## src/dacp_params.svh

```systemverilog
`ifndef DACP_PARAMS_SVH
`define DACP_PARAMS_SVH

// Wishbone register offsets (byte addresses)
`define DACP_ADR_CTRL       4'h0
`define DACP_ADR_STATUS     4'h4
`define DACP_ADR_SERIAL     4'h8
`define DACP_ADR_SERCNT     4'hC

// Control register fields, used only in extended control mode
`define DACP_CTRL_EDGE_RISE 0
`define DACP_CTRL_DDR       1
`define DACP_CTRL_RANGE_HI  2
`define DACP_CTRL_RESET     4'h1

// Synchroniser bit positions
`define DACP_S_SW_HI        0
`define DACP_S_SW_LO        1
`define DACP_S_EG_HI        2
`define DACP_S_EG_LO        3
`define DACP_S_RG_HI        4
`define DACP_S_RG_LO        5
`define DACP_S_DL_HI        6
`define DACP_S_DL_LO        7
`define DACP_S_RST          8
`define DACP_S_PD           9
`define DACP_S_PDQ          10
`define DACP_S_CAL          11
`define DACP_NSYNC          12

// Timing counts in sample clock cycles
`define DACP_CAL_REQ_CYC    8'd80
`define DACP_CAL_RUN_CYC    16'd1024
`define DACP_DLY_SHORT_CYC  16'd256
`define DACP_DLY_LONG_CYC   16'd8192

`endif

```

## src/dacp_pkg.sv

```systemverilog
package dacp_pkg;

	typedef enum logic [1:0] {
		LVL_LO  = 2'h0,
		LVL_MID = 2'h1,
		LVL_HI  = 2'h2
	} dacp_lvl_t;

	typedef enum logic [3:0] {
		ST_WAIT = 4'h1,
		ST_CAL  = 4'h2,
		ST_RUN  = 4'h4,
		ST_PD   = 4'h8
	} dacp_state_t;

endpackage

```

## src/dacp_top.sv

```systemverilog
`timescale 1ns/1ps
`include "dacp_params.svh"

module dacp_top #(
	parameter logic [15:0] DLY_LONG_CYC = `DACP_DLY_LONG_CYC
) (
	input  wire logic                   clk_sys_i,
	input  wire logic                   rstn_i,
	input  wire logic                   wb_cyc_i,
	input  wire logic                   wb_stb_i,
	input  wire logic                   wb_we_i,
	input  wire logic [3:0]             wb_adr_i,
	input  wire logic [3:0]             wb_sel_i,
	input  wire logic [31:0]            wb_dat_i,
	output logic      [31:0]            wb_dat_o,
	output logic                        wb_ack_o,
	input  wire logic                   swing_above_i,
	input  wire logic                   swing_below_i,
	input  wire logic                   edge_above_i,
	input  wire logic                   edge_below_i,
	input  wire logic                   range_above_i,
	input  wire logic                   range_below_i,
	input  wire logic                   calibration_delay_select_above_i,
	input  wire logic                   calibration_delay_select_below_i,
	input  wire logic                   output_clock_reset_i,
	input  wire logic                   full_power_down_i,
	input  wire logic                   second_channel_power_down_i,
	input  wire logic                   cal_request_i,
	input  wire logic [7:0]             conv_i_data_i,
	input  wire logic [7:0]             conv_i_alt_data_i,
	input  wire logic [7:0]             conv_q_data_i,
	output logic      [7:0]             dat_i_o,
	output logic      [7:0]             dat_i_dly_o,
	output logic      [7:0]             dat_q_o,
	output logic      [7:0]             dat_q_dly_o,
	output logic                        output_data_clock_o,
	output logic                        output_swing_full_o,
	output logic                        input_range_high_o,
	output logic                        extended_control_o,
	output logic                        dual_edge_mode_o,
	output logic                        calibration_in_progress_o
);
	import dacp_pkg::*;

	typedef struct packed {
		logic [`DACP_NSYNC-1:0] s1;
		logic [`DACP_NSYNC-1:0] s2;
		dacp_lvl_t              sw;
		dacp_lvl_t              eg;
		dacp_lvl_t              rg;
		dacp_lvl_t              dl;
		logic                   rst;
		logic                   pd;
		logic                   second_channel_power_down;
		logic                   cal;
		logic                   sclk_prev;
		dacp_state_t            st;
		logic [15:0]            cnt;
		logic [7:0]             low_cnt;
		logic [7:0]             high_cnt;
		logic                   low_ok;
		logic                   ph;
		logic                   output_data_clock;
		logic [7:0]             i_hold;
		logic [7:0]             q_hold;
		logic [7:0]             di;
		logic [7:0]             did;
		logic [7:0]             dq;
		logic [7:0]             dqd;
		logic [31:0]            sh;
		logic [5:0]             sh_cnt;
		logic [31:0]            ser_word;
		logic [5:0]             ser_bits;
		logic [3:0]             ctrl;
		logic                   ack;
		logic [31:0]            rdat;
	} dacp_s_t;

	dacp_s_t s_reg;
	dacp_s_t s_next;

	////////////////////////////////////////////////////////////////////////////

	function automatic dacp_lvl_t lvl_dec(input logic above, input logic below);
		if (above) begin
			lvl_dec = LVL_HI;
		end else if (below) begin
			lvl_dec = LVL_LO;
		end else begin
			lvl_dec = LVL_MID;
		end
	endfunction

	// Core delivers two's complement; flipping the sign bit gives offset binary
	function automatic logic [7:0] to_ob(input logic [7:0] d);
		to_ob = {~d[7], d[6:0]};
	endfunction

	////////////////////////////////////////////////////////////////////////////

	logic        ext;
	logic        des;
	logic        ddr;
	logic        edge_rise;
	logic        sclk_now;
	logic        scs_n;
	logic        live;
	logic [7:0]  q_src;
	logic [15:0] dly_target;
	logic        cal_fire;
	logic        wr;

	always_comb begin
		ext        = (s_reg.rg == LVL_MID);
		des        = !ext && (s_reg.dl == LVL_MID);
		ddr        = ext ? s_reg.ctrl[`DACP_CTRL_DDR] : (s_reg.eg == LVL_MID);
		edge_rise  = ext ? s_reg.ctrl[`DACP_CTRL_EDGE_RISE] : (s_reg.eg == LVL_HI);
		sclk_now   = (s_reg.sw == LVL_HI);
		scs_n      = (s_reg.dl != LVL_LO);
		live       = (s_reg.st == ST_RUN) && !s_reg.pd;
		// Dual-edge: Q bus carries the I input taken on the other clock phase
		q_src      = des ? conv_i_alt_data_i : conv_q_data_i;
		// Long wait only when the range pin is driven and delay pin high
		dly_target = (!ext && s_reg.dl == LVL_HI) ? DLY_LONG_CYC : `DACP_DLY_SHORT_CYC;
		cal_fire   = s_reg.cal && s_reg.low_ok && (s_reg.high_cnt == `DACP_CAL_REQ_CYC - 8'd1);
		// Write lands on the edge where the master sees ack
		wr         = wb_cyc_i && wb_stb_i && wb_we_i && s_reg.ack;
	end

	always_comb begin
		s_next = s_reg;

		// Pins cross into the sample clock domain
		s_next.s1 = {cal_request_i, second_channel_power_down_i, full_power_down_i,
			output_clock_reset_i, calibration_delay_select_below_i, calibration_delay_select_above_i, range_below_i,
			range_above_i, edge_below_i, edge_above_i, swing_below_i, swing_above_i};
		s_next.s2 = s_reg.s1;
		s_next.sw  = lvl_dec(s_reg.s2[`DACP_S_SW_HI], s_reg.s2[`DACP_S_SW_LO]);
		s_next.eg  = lvl_dec(s_reg.s2[`DACP_S_EG_HI], s_reg.s2[`DACP_S_EG_LO]);
		s_next.rg  = lvl_dec(s_reg.s2[`DACP_S_RG_HI], s_reg.s2[`DACP_S_RG_LO]);
		s_next.dl  = lvl_dec(s_reg.s2[`DACP_S_DL_HI], s_reg.s2[`DACP_S_DL_LO]);
		s_next.rst = s_reg.s2[`DACP_S_RST];
		s_next.pd  = s_reg.s2[`DACP_S_PD];
		s_next.second_channel_power_down = s_reg.s2[`DACP_S_PDQ];
		s_next.cal = s_reg.s2[`DACP_S_CAL];
		s_next.sclk_prev = sclk_now;

		// Calibration request: the low count saturates, a late high phase still qualifies
		if (!s_reg.cal) begin
			s_next.high_cnt = 8'h00;
			if (s_reg.low_cnt != `DACP_CAL_REQ_CYC) begin
				s_next.low_cnt = s_reg.low_cnt + 8'd1;
			end
			// A short high glitch restarts the low phase, so a stale low phase never qualifies
			s_next.low_ok = (s_reg.low_cnt >= `DACP_CAL_REQ_CYC - 8'd1);
		end else begin
			s_next.low_cnt = 8'h00;
			if (cal_fire) begin
				s_next.low_ok   = 1'b0;
				s_next.high_cnt = 8'h00;
			end else if (s_reg.low_ok) begin
				s_next.high_cnt = s_reg.high_cnt + 8'd1;
			end
		end

		unique case (s_reg.st)
			ST_WAIT: begin
				s_next.cnt = s_reg.cnt + 16'd1;
				if (s_reg.cnt >= dly_target - 16'd1) begin
					s_next.st  = ST_CAL;
					s_next.cnt = 16'h0000;
				end
			end
			ST_CAL: begin
				s_next.cnt = s_reg.cnt + 16'd1;
				if (s_reg.cnt == `DACP_CAL_RUN_CYC - 16'd1) begin
					s_next.st  = ST_RUN;
					s_next.cnt = 16'h0000;
				end
			end
			ST_RUN: begin
				if (cal_fire) begin
					s_next.st  = ST_CAL;
					s_next.cnt = 16'h0000;
				end
			end
			ST_PD: begin
				// Leaving power-down recalibrates after the power-up wait
				if (!s_reg.pd) begin
					s_next.st  = ST_WAIT;
					s_next.cnt = 16'h0000;
				end
			end
		endcase
		if (s_reg.pd) begin
			s_next.st  = ST_PD;
			s_next.cnt = 16'h0000;
		end

		// Demux: first sample waits in the hold, second pairs with it
		if (s_reg.rst || !live) begin
			s_next.ph   = 1'b0;
			s_next.output_data_clock = 1'b0;
			s_next.di   = 8'h00;
			s_next.did  = 8'h00;
			s_next.dq   = 8'h00;
			s_next.dqd  = 8'h00;
		end else begin
			s_next.ph = ~s_reg.ph;
			// Samples arrive already taken on the falling edge of the clock's positive leg
			if (!s_reg.ph) begin
				s_next.i_hold = conv_i_data_i;
				s_next.q_hold = q_src;
			end else begin
				s_next.di  = to_ob(conv_i_data_i);
				s_next.did = to_ob(s_reg.i_hold);
				s_next.dq  = s_reg.second_channel_power_down ? 8'h00 : to_ob(q_src);
				s_next.dqd = s_reg.second_channel_power_down ? 8'h00 : to_ob(s_reg.q_hold);
			end
			if (ddr) begin
				s_next.output_data_clock = s_reg.ph ? ~s_reg.output_data_clock : s_reg.output_data_clock;
			end else begin
				s_next.output_data_clock = edge_rise ? s_reg.ph : ~s_reg.ph;
			end
		end

		// Serial port, only while the range pin floats
		if (ext && !scs_n) begin
			if (sclk_now && !s_reg.sclk_prev) begin
				s_next.sh = {s_reg.sh[30:0], (s_reg.eg == LVL_HI)};
				if (s_reg.sh_cnt != 6'h20) begin
					s_next.sh_cnt = s_reg.sh_cnt + 6'd1;
				end
			end
		end else begin
			if (s_reg.sh_cnt != 6'h00) begin
				s_next.ser_word = s_reg.sh;
				s_next.ser_bits = s_reg.sh_cnt;
			end
			s_next.sh_cnt = 6'h00;
		end

		// Wishbone slave: answer one cycle after the strobe
		s_next.ack = wb_cyc_i && wb_stb_i && !s_reg.ack;
		if (wr && wb_adr_i == `DACP_ADR_CTRL && wb_sel_i[0]) begin
			s_next.ctrl = wb_dat_i[3:0];
		end
		unique case (wb_adr_i)
			`DACP_ADR_CTRL:   s_next.rdat = {28'h0000000, s_reg.ctrl};
			`DACP_ADR_STATUS: s_next.rdat = {20'h00000, s_reg.st, ext, des, ddr, edge_rise,
				output_swing_full_o, input_range_high_o, s_reg.second_channel_power_down, s_reg.pd};
			`DACP_ADR_SERIAL: s_next.rdat = s_reg.ser_word;
			`DACP_ADR_SERCNT: s_next.rdat = {26'h0000000, s_reg.ser_bits};
			default:          s_next.rdat = 32'h00000000;
		endcase
	end

	always_ff @(posedge clk_sys_i or negedge rstn_i) begin
		if (!rstn_i) begin
			s_reg      <= '0;
			s_reg.sw   <= LVL_HI;
			s_reg.eg   <= LVL_HI;
			s_reg.rg   <= LVL_LO;
			s_reg.dl   <= LVL_LO;
			s_reg.st   <= ST_WAIT;
			s_reg.ctrl <= `DACP_CTRL_RESET;
		end else begin
			s_reg <= s_next;
		end
	end

	////////////////////////////////////////////////////////////////////////////

	assign wb_ack_o                  = s_reg.ack;
	assign wb_dat_o                  = s_reg.rdat;
	assign dat_i_o                   = s_reg.di;
	assign dat_i_dly_o               = s_reg.did;
	assign dat_q_o                   = s_reg.dq;
	assign dat_q_dly_o               = s_reg.dqd;
	assign output_data_clock_o       = s_reg.output_data_clock;
	// Serial clock toggles this pin in extended mode, so amplitude stays full
	assign output_swing_full_o       = ext || (s_reg.sw == LVL_HI);
	assign input_range_high_o        = ext ? s_reg.ctrl[`DACP_CTRL_RANGE_HI] : (s_reg.rg == LVL_HI);
	assign extended_control_o        = ext;
	assign dual_edge_mode_o          = des;
	assign calibration_in_progress_o = (s_reg.st == ST_CAL);
endmodule

```

## config.mk

```make
export PLATFORM = sky130hd
export DESIGN_NAME = dacp_top
export DESIGN_NICKNAME = d
export VERILOG_FILES = /design/src/dacp_pkg.sv /design/src/dacp_top.sv
export VERILOG_INCLUDE_DIRS = /design/src
export SDC_FILE = /design/constraint.sdc
export NUM_CORES = 1
export LEC_CHECK = 0
export ABC_AREA = 1
export BUFFER_PORTS_ARGS = -buffer_cell sky130_fd_sc_hd__buf_2
export CAP_MARGIN = 20
export CORE_ASPECT_RATIO = 0.7
export CORE_MARGIN = 5
export CORE_UTILIZATION = 49
export DETAILED_ROUTE_END_ITERATION = 12
export MAX_ROUTING_LAYER = met4
export PLACE_DENSITY_LB_ADDON = 0.3
export SLEW_MARGIN = 20
export SYNTH_ARGS = -nofsm -noshare
export SYNTH_HDL_FRONTEND = slang
export SYNTH_SLANG_ARGS = --single-unit
```

## constraint.sdc

```tcl
create_clock -name clk_sys_i -period 4.3 [get_ports clk_sys_i]
set_input_delay 0.215 -clock clk_sys_i [delete_from_list [all_inputs] [get_ports clk_sys_i]]
set_output_delay 0.215 -clock clk_sys_i [all_outputs]
set_load 0.01 [all_outputs]
```

### After elaboration in Yosys (flattened, before gate mapping)

Index checks and enable logic that the tools add are counted.

* add/sub/neg operators: 5
* magnitude comparators: 2
* equal/unequal tests: 26
* muxes and demuxes: 35
* bitwise logic cells: 8
* reduce and logical (&&, ||, !) cells: 31

Operators with widths (number)
* 32-bit case mux with 4 select lines: 1
* 20-bit two-way mux: 4
* 20-bit case mux with 4 select lines: 1
* 32-bit two-way mux: 2
* 8-bit two-way mux: 6
* 6-bit two-way mux: 3
* 17-bit two-way mux: 1
* 16-bit by 1-bit adder with 16-bit output (second input constant): 1
* 8-bit by 1-bit adder with 8-bit output (second input constant): 2
* 16-bit by 10-bit == test with 1-bit output (second input constant): 1
* 16-bit greater-or-equal comparator: 1
* 14-bit by 1-bit subtractor with 15-bit output (second input constant): 1
* 14-bit two-way mux: 1
* 1-bit logical AND: 13
* 4-bit == test (second input constant): 3
* 1-bit two-way mux: 11
* 2-bit two-way mux: 5
* 2-bit == test (second input constant): 4
* 4-bit by 3-bit == test with 1-bit output (second input constant): 2
* 8-bit by 7-bit == test with 1-bit output (second input constant): 1
* 8-bit by 7-bit greater-or-equal comparator with 1-bit output (second input constant): 1
* 8-bit by 7-bit != test with 1-bit output (second input constant): 1
* 1-bit inverter: 8
* 2-bit AND reduction: 4
* 15 further kinds: 29

* bits in registers: 237
* output and inout bits: 71

### Logic depth before layout (Yosys ltp)

Gate-level depths: netlist (run 1).

* depth in word-level cells: 9
* gate-level depth with buffers: 15

### Least setup slack after synthesis (run 1)

No wires, ideal clock.

* path kind: flip-flop to flip-flop
* from: register s_reg[207] in the netlist's numbering
* to: register s_reg[183] in the netlist's numbering
* setup time: 0.127 ns
* arrival time: 1.734 ns
* setup slack: 2.439 ns
* stages on the path, launching flop included: 15
* buffers on the path: 0
* period minus slack after synthesis: 1.861 ns
* cells stage by stage: dfrtp_1 > nand2_2 > nand2_1 > ha_1 > nand2_1 > inv_1 > nand2_1 > nor2_1 > nand2_1 > nand3_1 > inv_1 > nand2_1 > nand2_2 > nand2_1 > o21ai_0

* word-level cells in the longest chain between the ends: 9

Ends and longest elaborated chain
* from (decl): RTL line dacp_top.sv:79 `dacp_s_t s_reg;`
* from (signal assigned): RTL line dacp_top.sv:268 `s_reg <= s_next;`
* 2-bit by 1-bit == test with 1-bit output: RTL line dacp_top.sv:114 `ext = (s_reg.rg == LVL_MID);`
* 1-bit logical NOT: RTL line dacp_top.sv:124 `` dly_target = (!ext && s_reg.dl == LVL_HI) ? DLY_LONG_CYC : `DACP_DLY_SHORT_CYC; ``
* 1-bit logical AND: RTL line dacp_top.sv:124
* 14-bit two-way mux (no source line)
* 14-bit by 1-bit subtractor with 15-bit output: RTL line dacp_top.sv:169 `if (s_reg.cnt >= dly_target - 16'd1) begin`
* 16-bit greater-or-equal comparator: RTL line dacp_top.sv:169
* 20-bit two-way mux: RTL line dacp_top.sv:169
* 20-bit case mux with 4 select lines: RTL line dacp_top.sv:166 `unique case (s_reg.st)`
* 20-bit two-way mux: RTL line dacp_top.sv:195 `if (s_reg.pd) begin`

No other way between the ends. The select of a mux whose other input is x is not followed.
A chain may end at the register's enable or synchronous reset.

### Worst setup path after layout (run 1)

* from: register s_reg[197] in the netlist's numbering
* to: register s_reg[152] in the netlist's numbering

* word-level cells in the longest chain between the ends: 6

Ends and longest elaborated chain
* 4-bit by 3-bit == test with 1-bit output: RTL line dacp_top.sv:120 `live = (s_reg.st == ST_RUN) && !s_reg.pd;`
* 1-bit logical AND: RTL line dacp_top.sv:120
* 1-bit logical NOT: RTL line dacp_top.sv:201 `if (s_reg.rst || !live) begin`
* 1-bit logical OR: RTL line dacp_top.sv:201
* 1-bit inverter (no source line)
* 2-bit AND reduction (no source line)

No other way between the ends.

==> results.yml, run 1 <==
outcome:
  status: "finished, final reports clean"
clocking:
  ctsHtreeMaxLevel: 1
  cts_made_buffers: 23
  cts_max_path_buffers: 3
  clk_latency_ns: 0.52
  cts_sinks: 237
  clockRootBuffer: "clkbuf_16"
  post_cts_buffers: 0
  tritoncts: "done"
  cts-resized-gates: 0
  path_clk_slew_ns: 0.06
floorplanning:
  core-area_sq_um: 20590
  start_util_pct: 49.45
  die_height_um: 130.6
  io_pins: 152
  num_rows: 44
  die_w_um: 182.3
  die_area_sq_um: 23810
timing:
  fin_ws_ns: 1.062
  finalCritPeriodShare_pct: 75.31
  drv_slew: 0
  worst_pin_slew_ns: 0.8943
  min_period_ns: 3.238
  grt_setup_unrepaired: "false"
  slew_headroom_pct: 39.83
  holdWs_ns: 0.01623
  finalHoldViolCount: 0
  fin_tns_setup_ns: 0
  fin_skew_ns: 0.01795
  setup_violations: 0
  fmax_mhz: 308.8
global_routing:
  grt_pass1_vias: 7108
  track_usage_pct: 18.37
  gr-total-overflow: 0
  antenna_found_initial: 2
  grt_max_degree: 132
  grt_pass1_wl_um: 35250
layout:
  largest_reg_flops: 155
  multiInputGateArea_sq_um: 3110
  layout-drive-gt1-share_pct: 15.57
  fin_cells: 1492
  layout.nets: 1290
  fill_cells: 1831
  fin_area_sq_um: 11670
  syn_to_final_growth_pct: 14.59
  ff_latch_area_sq_um: 5936
  fin_util_pct: 56.66
setup_path:
  worstPathArrival_ns: 3.64
  cp-end-kind: "register"
  start_kind: "register"
  worstPathMaxFanout: 36
  critPathRequiredTime_ns: 4.70
  crit_type: "reg -> reg"
yosys:
  yosysTopAreaCell: "dfrtp_1"
  synth_edf_count: 0
  synth_ff_type: "dfrtp_1"
  synth.area.top_cells: "dfrtp_1 57%, nand2_1 9.7%, o21ai_0 6.1%"
  synthArstFlopShare_pct: 100.0
  synthDominantCellAreaShare_pct: 57.27
  ys_seq_area_share_pct: 58.30
  ys_types: 37
  avgSynthCellArea_sq_um: 9.164
  synth_area_sq_um: 10180
  yosys_warnings: 0
  syn_inst: 1111
  syn_nets: 1203
  synth-seq-cells: 237
route:
  drc_errors: 0
  finalWirelength_um: 20980
  ant_nets: 0
  vias: 7283
  dr.pass1.iters: 5
  drt_iter0_drc: 441
  viasPerCell: 4.881
  wl_per_cell_um: 14.06
placed_design:
  dp_worst_setup_slack_ns: 1.663
  place_area_sq_um: 10560
  dpl.cell_count: 1417
  io_buffers: 120
  dp_hpwl_um: 14110
  place_congestion: 0.8646
power_and_ir_drop:
  switching_share_pct: 23.85
  p_leak_nw: 5.791
  p_int_mw: 3.579
  power.share.clock_pct: 43.0
  peakVddDrop_mv: 0.2518
  power.switching_mw: 1.121
  combPwrFrac_pct: 7.2
  powerDensity_nw_per_um2: 402.9
  finalPower_mw: 4.700
  seqPwrFrac_pct: 49.8
run:
  maxCapViolations: 0
min_path:
  hold_class: "in -> reg"
[per-layer routing]
metal | wire (um) | up-vias | global-route usage, %
met4 | 405 | 0 | 4.455
met5 | 0 | - | -
met2 | 9313 | 140 | 27.40
met1 | 10390 | 3449 | 26.73
li1 | - | 3664 | -
met3 | 868 | 30 | 2.988
[cells in the mapped netlist (9+ instances only)]
| cell type | count |
|---|---|
| inv_1 | 130 |
| buf_4 | 67 |
| dfrtp_1 | 233 |
| ha_1 | 11 |
| nand3_1 | 63 |
| nor2_1 | 76 |
| nand2_1 | 263 |
| a21oi_1 | 16 |
| nor3_1 | 10 |
| clkbuf_1 | 17 |
| o21ai_0 | 124 |
| xor2_1 | 9 |
| nand4_1 | 14 |
| buf_2 | 12 |
[layout make-up]
type / instances / area share (%)
multi-input cells: 642 / 26.66
diodes: 2 / 0.04290
flip-flops and latches: 237 / 50.88
clock inverters: 5 / 0.5792
well taps: 276 / 2.960
clock buffers: 36 / 5.952
repair buffers: 159 / 8.580
inverters: 135 / 4.344
[path summary, 6_finish.rpt]
| check | startpoint | to | slack [ns] | depth (start not counted) |
|---|---|---|---|---|
| max | s_reg[197]$_DFFE_PN0P_ | s_reg[152]$_DFFE_PN0P_ | 1.06 | 9 |
| min | conv_i_alt_data_i[0] | dat_q_o[0]$_DFFE_PN0N_ | 0.02 | 3 |
| max reg2reg | s_reg[197]$_DFFE_PN0P_ | s_reg[152]$_DFFE_PN0P_ | 1.06 | 9 |
| min reg2reg | s_next[202]$_DFF_PN0_ | s_reg[202]$_DFF_PN0_ | 0.35 | 0 |
| max in group asynchronous | rstn_i | s_reg[185]$_DFFE_PN0P_ | 2.89 | 4 |
| min in group asynchronous | rstn_i | wb_dat_o[16]$_DFF_PN0_ | 0.13 | 2 |
[worst max-delay path, cell delays in order, from the launching register on]
cell and delay [ns]:
dfrtp_1 0.40, nor2_1 0.16, nand3_1 0.18, nor2_2 0.21, inv_2 0.08, nor2_4 0.33
nand2_2 0.38, inv_2 0.59, a31oi_1 0.17, dlygate4sd3_1 0.61
[timing repair]
action                     in CTS  in global routing
hold endpoints to repair      161                  0
hold buffers                   31                  0
setup endpoints to repair       0                  0
[kinds of logic (layout without fill, tap and decap cells)]
group | count (synthesis) | count (layout) | synth area share, %
AOI/OAI and AO/OA | 167 | 167 | 8.713
adders and majority gates | 11 | 11 | 1.352
DFF | 237 | 237 | 58.30
muxes | 11 | 11 | 1.131
and+or+nand+nor | 444 | 444 | 18.56
xor gates and xnor gates | 9 | 9 | 0.7743
other | 0 | 2 | 0
buffers and inverters | 232 | 335 | 11.17
[power by group through the flow]
| stage | logic, mW | clock network (mW) | registers, mW |
|---|---|---|---|
| floorplan | 0.186 | 0 | 2.36 |
| global placement | 0.304 | 0 | 2.38 |
| detailed placement | 0.314 | 0 | 2.38 |
| CTS | 0.336 | 2.06 | 2.34 |
| global route | 0.386 | 2.15 | 2.35 |
| finish | 0.337 | 2.02 | 2.34 |
[placed cells by master, fill, tap and decap left out, drive strengths merged]
cell         instances
a21boi               7
a21oi               16
a31oi                3
buf                128
bufinv               1
clkbuf              36
clkinv               2
clkinvlp             1
dfrtp              233
dfstp                4
diode                2
dlygate4sd3         31
ha                  11
inv                136
mux2                 4
mux2i                7
nand2              266
nand3               65
nand4               14
nor2                78
nor3                12
nor3b                2
nor4                 5
o2111ai              4
o21ai              131
o221ai               2
o22ai                3
o41ai                1
or2                  2
xor2                 9
Power figures use the tool's default switching activity.
==> run 2: changes to the inputs <==
==> constraint.sdc (replaced) <==
create_clock -name clk_sys_i -period 3.1 [get_ports clk_sys_i]
set_input_delay 0.155 -clock clk_sys_i [delete_from_list [all_inputs] [get_ports clk_sys_i]]
set_output_delay 0.155 -clock clk_sys_i [all_outputs]
set_load 0.01 [all_outputs]
==> run 2 against run 1 <==
Compared with the run above:
- sequential cell count stayed put
- sequential share of layout area is 0.97 points lower
- core utilization is 1.1 points higher
- worst setup slack worse by 0.73 ns
- count of clock-buffer cells in the layout is 8 lower
- highest routed layer unchanged
==> results.yml, run 2 (synthesized netlist as in run 1, its figures left out) <==
route:
  finalWirelength_um: 21050
  drt_iter0_drc: 594
  vias: 7420
  dr.pass1.iters: 5
  drc_errors: 0
  ant_nets: 0
  viasPerCell: 4.930
  wl_per_cell_um: 13.99
power_and_ir_drop:
  powerDensity_nw_per_um2: 571.9
  seqPwrFrac_pct: 47.7
  power.switching_mw: 1.573
  finalPower_mw: 6.802
  combPwrFrac_pct: 7.1
  power.share.clock_pct: 45.2
  p_leak_nw: 5.890
  peakVddDrop_mv: 0.4178
  p_int_mw: 5.229
  switching_share_pct: 23.13
layout:
  layout.nets: 1306
  final_common_cell: "nand2_1"
  syn_to_final_growth_pct: 16.82
  mostFrequentLayoutCells: "262 x nand2_1, 233 x dfrtp_1, 130 x inv_1"
  layout-drive-gt1-share_pct: 15.80
  fin_cells: 1505
  largest_reg_flops: 155
setup_path:
  slowest_stage: "dlygate4sd3_1"
  r2r_cells: 10
  cp.depth: 10
  r2r-end: "s_reg[152]$_DFFE_PN0P_"
  crit_type: "reg -> reg"
  worstPathMaxFanout: 36
  cpLargestDelayFamily: "simple AND/OR/NAND/NOR gates"
  crit_chain: "nor2_1 > nand3_1 > nor2_2 > inv_2 > nor2_4 > nand2_2 > clkinv_2 > nor2_1 > a31oi_1 > dlygate4sd3_1"
  rr_startpoint: "s_reg[197]$_DFFE_PN0P_"
  start_kind: "register"
  critPathMaxStageDelay_ns: 0.57
  worstPathArrival_ns: 3.22
  cp-end-kind: "register"
  cp_num_buf_inv: 3
  crit_top_cell: "nor2_1"
  critPathRequiredTime_ns: 3.56
  r2r_slack_ns: 0.33
min_path:
  hold_class: "in -> reg"
  worst_hold_path.endpoint: "s_reg[146]$_DFFE_PN0P_"
  worstHoldStart: "conv_q_data_i[1]"
  min_delay_path_depth: 3
placed_design:
  dp_worst_setup_slack_ns: 0.7801
  dpl.cell_count: 1420
  io_buffers: 120
  dp_hpwl_um: 14090
  place_congestion: 0.9193
clocking:
  clockRootBuffer: "clkbuf_16"
  path_clk_slew_ns: 0.06
  cts_max_path_buffers: 3
  cts_sinks: 237
  cts_made_buffers: 24
  ctsHtreeMaxLevel: 1
  tritoncts: "done"
  clk_latency_ns: 0.52
timing:
  fin_skew_ns: 0.02508
  drv_slew: 0
  fmax_mhz: 361.2
  slew_headroom_pct: 39.07
  setup_violations: 0
  fin_ws_ns: 0.3317
  min_period_ns: 2.768
  finalCritPeriodShare_pct: 89.30
  fin_tns_setup_ns: 0
  worst_pin_slew_ns: 0.9056
  holdWs_ns: 0.003560
  finalHoldViolCount: 0
  grt_setup_unrepaired: "false"
floorplanning:
  core-area_sq_um: 20590
  start_util_pct: 49.45
  die_w_um: 182.3
  die_height_um: 130.6
  num_rows: 44
  io_pins: 152
  die_area_sq_um: 23810
outcome:
  status: "finished, final reports clean"
global_routing:
  antenna_found_initial: 1
  gr-total-overflow: 0
  grt_pass1_wl_um: 35810
  grt_max_degree: 108
  track_usage_pct: 18.62
  grt_pass1_vias: 7174
run:
  maxCapViolations: 0
==> run 2: changes by cell type in the layout (fill, tap and decap cells not counted), sizes merged <==
| cell | before | now |
|---|---|---|
| clkbuf | 36 | 28 |
| clkinvlp | 1 | 2 |
| dlygate4sd3 | 31 | 44 |
| buf | 128 | 130 |
| bufinv | 1 | 5 |
| clkinv | 2 | 6 |
| inv | 136 | 134 |
| diode | 2 | 1 |
==> run 2: repair_timing <==
item | 4_1_cts | 5_1_grt
setup buffers | 0 | 0
hold buffers | 44 | 0
resized for setup | 0 | 1
endpoints found under the hold margin | 148 | 0
setup endpoints to repair | 0 | 1
==> run 2: final cells by class <==
| type | instances | area [sq um] |
|---|---|---|
| Fill cell | 1780 | 8696 |
| Sequential cell | 237 | 5936 |
| Multi-Input combinational cell | 642 | 3110 |
| Timing Repair Buffer | 174 | 1151 |
| Clock buffer | 28 | 635.6 |
| Inverter | 135 | 508.0 |
| Tap cell | 276 | 345.3 |
| Clock inverter | 12 | 205.2 |
| Antenna cell | 1 | 2.502 |
==> run 2: metrics by stage <==
stage,utilization (%),instance area [sq um]
3_5_place_dp,51.53,10610
4_1_cts,57.75,11890
5_1_grt,57.77,11890
2_1_floorplan,-,10180
3_3_place_gp,51.53,10610
6_report,57.77,11890
==> run 2: worst reg2reg max path: stages (launching register included) <==
cell           delay (ns)
dfrtp_1              0.40
nor2_1               0.12
nand3_1              0.18
nor2_2               0.26
inv_2                0.09
nor2_4               0.36
nand2_2              0.11
clkinv_2             0.37
nor2_1               0.10
a31oi_1              0.15
dlygate4sd3_1        0.57
==> run 2: worst max-delay path by stage <==
stage / end / slack, ns / start
floorplan: s_reg[183]$_DFFE_PN0P_ / 1.24 / s_reg[207]$_DFF_PN0_
global route: s_reg[152]$_DFFE_PN0P_ / 0.07 / s_reg[197]$_DFFE_PN0P_
detailed placement: s_reg[183]$_DFFE_PN0P_ / 0.78 / s_reg[207]$_DFF_PN0_
finish: s_reg[152]$_DFFE_PN0P_ / 0.33 / s_reg[197]$_DFFE_PN0P_
global placement: dat_i_dly_o[7]$_DFFE_PN0N_ / 0.84 / s_reg[197]$_DFFE_PN0P_
CTS: s_reg[152]$_DFFE_PN0P_ / 0.29 / s_reg[197]$_DFFE_PN0P_
==> run 2: power groups by stage <==
stage / Combinational, mW / Clock [mW] / Sequential, mW
after global placement: 0.426 / 0 / 3.30
after floorplan: 0.258 / 0 / 3.28
after CTS: 0.483 / 3.15 / 3.24
after global routing: 0.556 / 3.28 / 3.26
after detailed placement: 0.437 / 0 / 3.30
final: 0.483 / 3.07 / 3.25
==> run 2: metal layers <==
layer	vias to the layer above	track usage, %	share of wire, %
li1	3692	-	-
met1	3509	27.51	49
met2	189	27.25	44
met3	30	3.735	6.0
met4	0	3.485	1.3
met5	-	-	0
==> run 3: changes to the inputs <==
--- a/config.mk
+++ b/config.mk
@@ -9,9 +9,11 @@
 export ABC_AREA = 1
 export BUFFER_PORTS_ARGS = -buffer_cell sky130_fd_sc_hd__buf_2
 export CAP_MARGIN = 20
+export CELL_PAD_IN_SITES_DETAIL_PLACEMENT = 0
+export CELL_PAD_IN_SITES_GLOBAL_PLACEMENT = 1
 export CORE_ASPECT_RATIO = 0.7
 export CORE_MARGIN = 5
-export CORE_UTILIZATION = 49
+export CORE_UTILIZATION = 43
 export DETAILED_ROUTE_END_ITERATION = 12
 export MAX_ROUTING_LAYER = met4
 export PLACE_DENSITY_LB_ADDON = 0.3
==> run 3 against run 2 <==
Compared with the run above:
- sequential share of layout area shrank 0.33 points
- critical path depth stayed put
- register-to-register slack better by 0.06 ns
- critical path type unchanged
- highest routed layer unchanged
- clock skew shrank 0.016 ns
- final cell count increased by 3.0%
- combinational power hardly changed
- sequential power about the same
- count of clock-buffer cells in the layout rose by 2
==> results.yml, run 3 (synthesized netlist as in run 1, its figures left out) <==
layout:
  final_common_cell: "nand2_1"
  syn_to_final_growth_pct: 17.61
  antenna_cells: 0
  fin_util_pct: 51.03
  largest_reg_flops: 155
  layout-drive-gt1-share_pct: 15.99
  layout.nets: 1306
  mostFrequentLayoutCells: "262 x nand2_1, 233 x dfrtp_1, 130 x inv_1"
global_routing:
  track_usage_pct: 16.77
  gr-total-overflow: 0
  grt_max_degree: 81
  grt_pass1_wl_um: 37200
  antenna_found_initial: 0
  grt_pass1_vias: 7040
timing:
  slew_headroom_pct: 37.73
  finalCritPeriodShare_pct: 87.42
  finalHoldViolCount: 0
  fmax_mhz: 369.0
  fin_tns_setup_ns: 0
  drv_slew: 0
  fin_skew_ns: 0.008802
  setup_violations: 0
  worst_pin_slew_ns: 0.9256
  grt_setup_unrepaired: "false"
  min_period_ns: 2.710
clocking:
  cts_hold_buf: 45
  post_cts_buffers: 0
  cts-resized-gates: 0
  tritoncts: "done"
  clk_latency_ns: 0.51
  cts_max_path_buffers: 3
  cts_made_buffers: 25
  cts_sinks: 237
  path_clk_slew_ns: 0.06
  ctsHtreeMaxLevel: 1
  clockRootBuffer: "clkbuf_16"
power_and_ir_drop:
  peakVddDrop_mv: 0.4653
  combPwrFrac_pct: 7.1
  powerDensity_nw_per_um2: 570.5
  power.switching_mw: 1.595
  switching_share_pct: 23.35
  p_leak_nw: 5.905
  p_int_mw: 5.236
  power.share.clock_pct: 45.4
  seqPwrFrac_pct: 47.5
setup_path:
  r2r_cells: 10
  crit_chain: "nor2_1 > nand3_1 > nor2_2 > inv_2 > nor2_4 > nand2_2 > inv_2 > nor2_1 > a31oi_1 > dlygate4sd3_1"
  rr_startpoint: "s_reg[197]$_DFFE_PN0P_"
  worstPathArrival_ns: 3.15
  cp_num_buf_inv: 3
  slowest_stage: "dlygate4sd3_1"
  start_kind: "register"
  cp-end-kind: "register"
  crit_type: "reg -> reg"
  worstPathMaxFanout: 36
  critPathMaxStageDelay_ns: 0.57
  critPathRequiredTime_ns: 3.54
  cpLargestDelayFamily: "buffers and inverters"
  r2r-end: "s_reg[152]$_DFFE_PN0P_"
  r2r_slack_ns: 0.39
  cp.depth: 10
floorplanning:
  core-area_sq_um: 23460
  die_w_um: 193.9
  die_area_sq_um: 26900
  num_rows: 47
  io_pins: 152
  die_height_um: 138.7
  start_util_pct: 43.39
route:
  finalWirelength_um: 21670
  ant_nets: 0
  wl_per_cell_um: 13.98
  vias: 7266
  drc_errors: 0
  dr.pass1.iters: 4
  drt_iter0_drc: 493
  viasPerCell: 4.688
min_path:
  worstHoldStart: "conv_q_data_i[0]"
  hold_class: "in -> reg"
  min_delay_path_depth: 3
  worst_hold_path.endpoint: "s_reg[145]$_DFFE_PN0P_"
placed_design:
  dp_hpwl_um: 14450
  place_congestion: 0.8720
  io_buffers: 120
run:
  maxCapViolations: 0
outcome:
  status: "finished, final reports clean"
==> run 3: how the worst max path moves through the flow <==
stage	endpoint	slack [ns]	from
after floorplan	s_reg[183]$_DFFE_PN0P_	1.24	s_reg[207]$_DFF_PN0_
after global placement	s_reg[183]$_DFFE_PN0P_	0.79	s_reg[207]$_DFF_PN0_
after detailed placement	s_reg[183]$_DFFE_PN0P_	0.75	s_reg[207]$_DFF_PN0_
after CTS	s_reg[152]$_DFFE_PN0P_	0.37	s_reg[197]$_DFFE_PN0P_
after global routing	s_reg[152]$_DFFE_PN0P_	0.06	s_reg[197]$_DFFE_PN0P_
final	s_reg[152]$_DFFE_PN0P_	0.39	s_reg[197]$_DFFE_PN0P_
==> run 3: area by class of cell <==
class,instances,area (sq um)
timing repair buffer,173,1159
fill,2177,11490
inverter,135,506.7
multi-input combinational,642,3110
clock inverter,15,190.2
clock buffer,30,674.4
tap,318,397.9
sequential,237,5936
==> run 3: worst register-to-register path, delay by kind of cell, from the launching register on <==
kind                   cells  cell delay [ns]
buffers and inverters      3             1.10
AND/OR/NAND/NOR            6             0.99
AO/OA/AOI/OAI              1             0.16
flip-flops                 1             0.39
==> run 3: layer usage <==
metal  wire (um)  track usage, %  up-vias  part of all wire, %
li1            -               -     3691                    -
met3        1051           3.157       20                  4.9
met5           0               -        -                    0
met2        8789           22.90      154                   41
met1       11550           26.37     3401                   53
met4         275           2.737        0                  1.3
==> run 3: metrics by stage <==
stage          std cells  total power [mW]  area [sq um]  hold slack (ns)  worst slack [ns]
2_1_floorplan       1111             3.537         10180          -0.1406             1.239
3_3_place_gp        1460             3.738         10660           0.1894            0.7868
3_5_place_dp        1460             3.743         10660           0.1882            0.7540
4_1_cts             1550             6.940         11970         0.001181            0.3679
5_1_grt             1550             7.149         11970          0.04344           0.06083
6_report            1550             6.831         11970          0.01579            0.3900
==> run 3: power by group through the flow <==
stage / sequential, mW / combinational [mW] / clock, mW
final: 3.24 / 0.485 / 3.10
after CTS: 3.24 / 0.490 / 3.21
after global routing: 3.25 / 0.557 / 3.34
after global placement: 3.30 / 0.439 / 0
after detailed placement: 3.30 / 0.443 / 0
after floorplan: 3.28 / 0.258 / 0
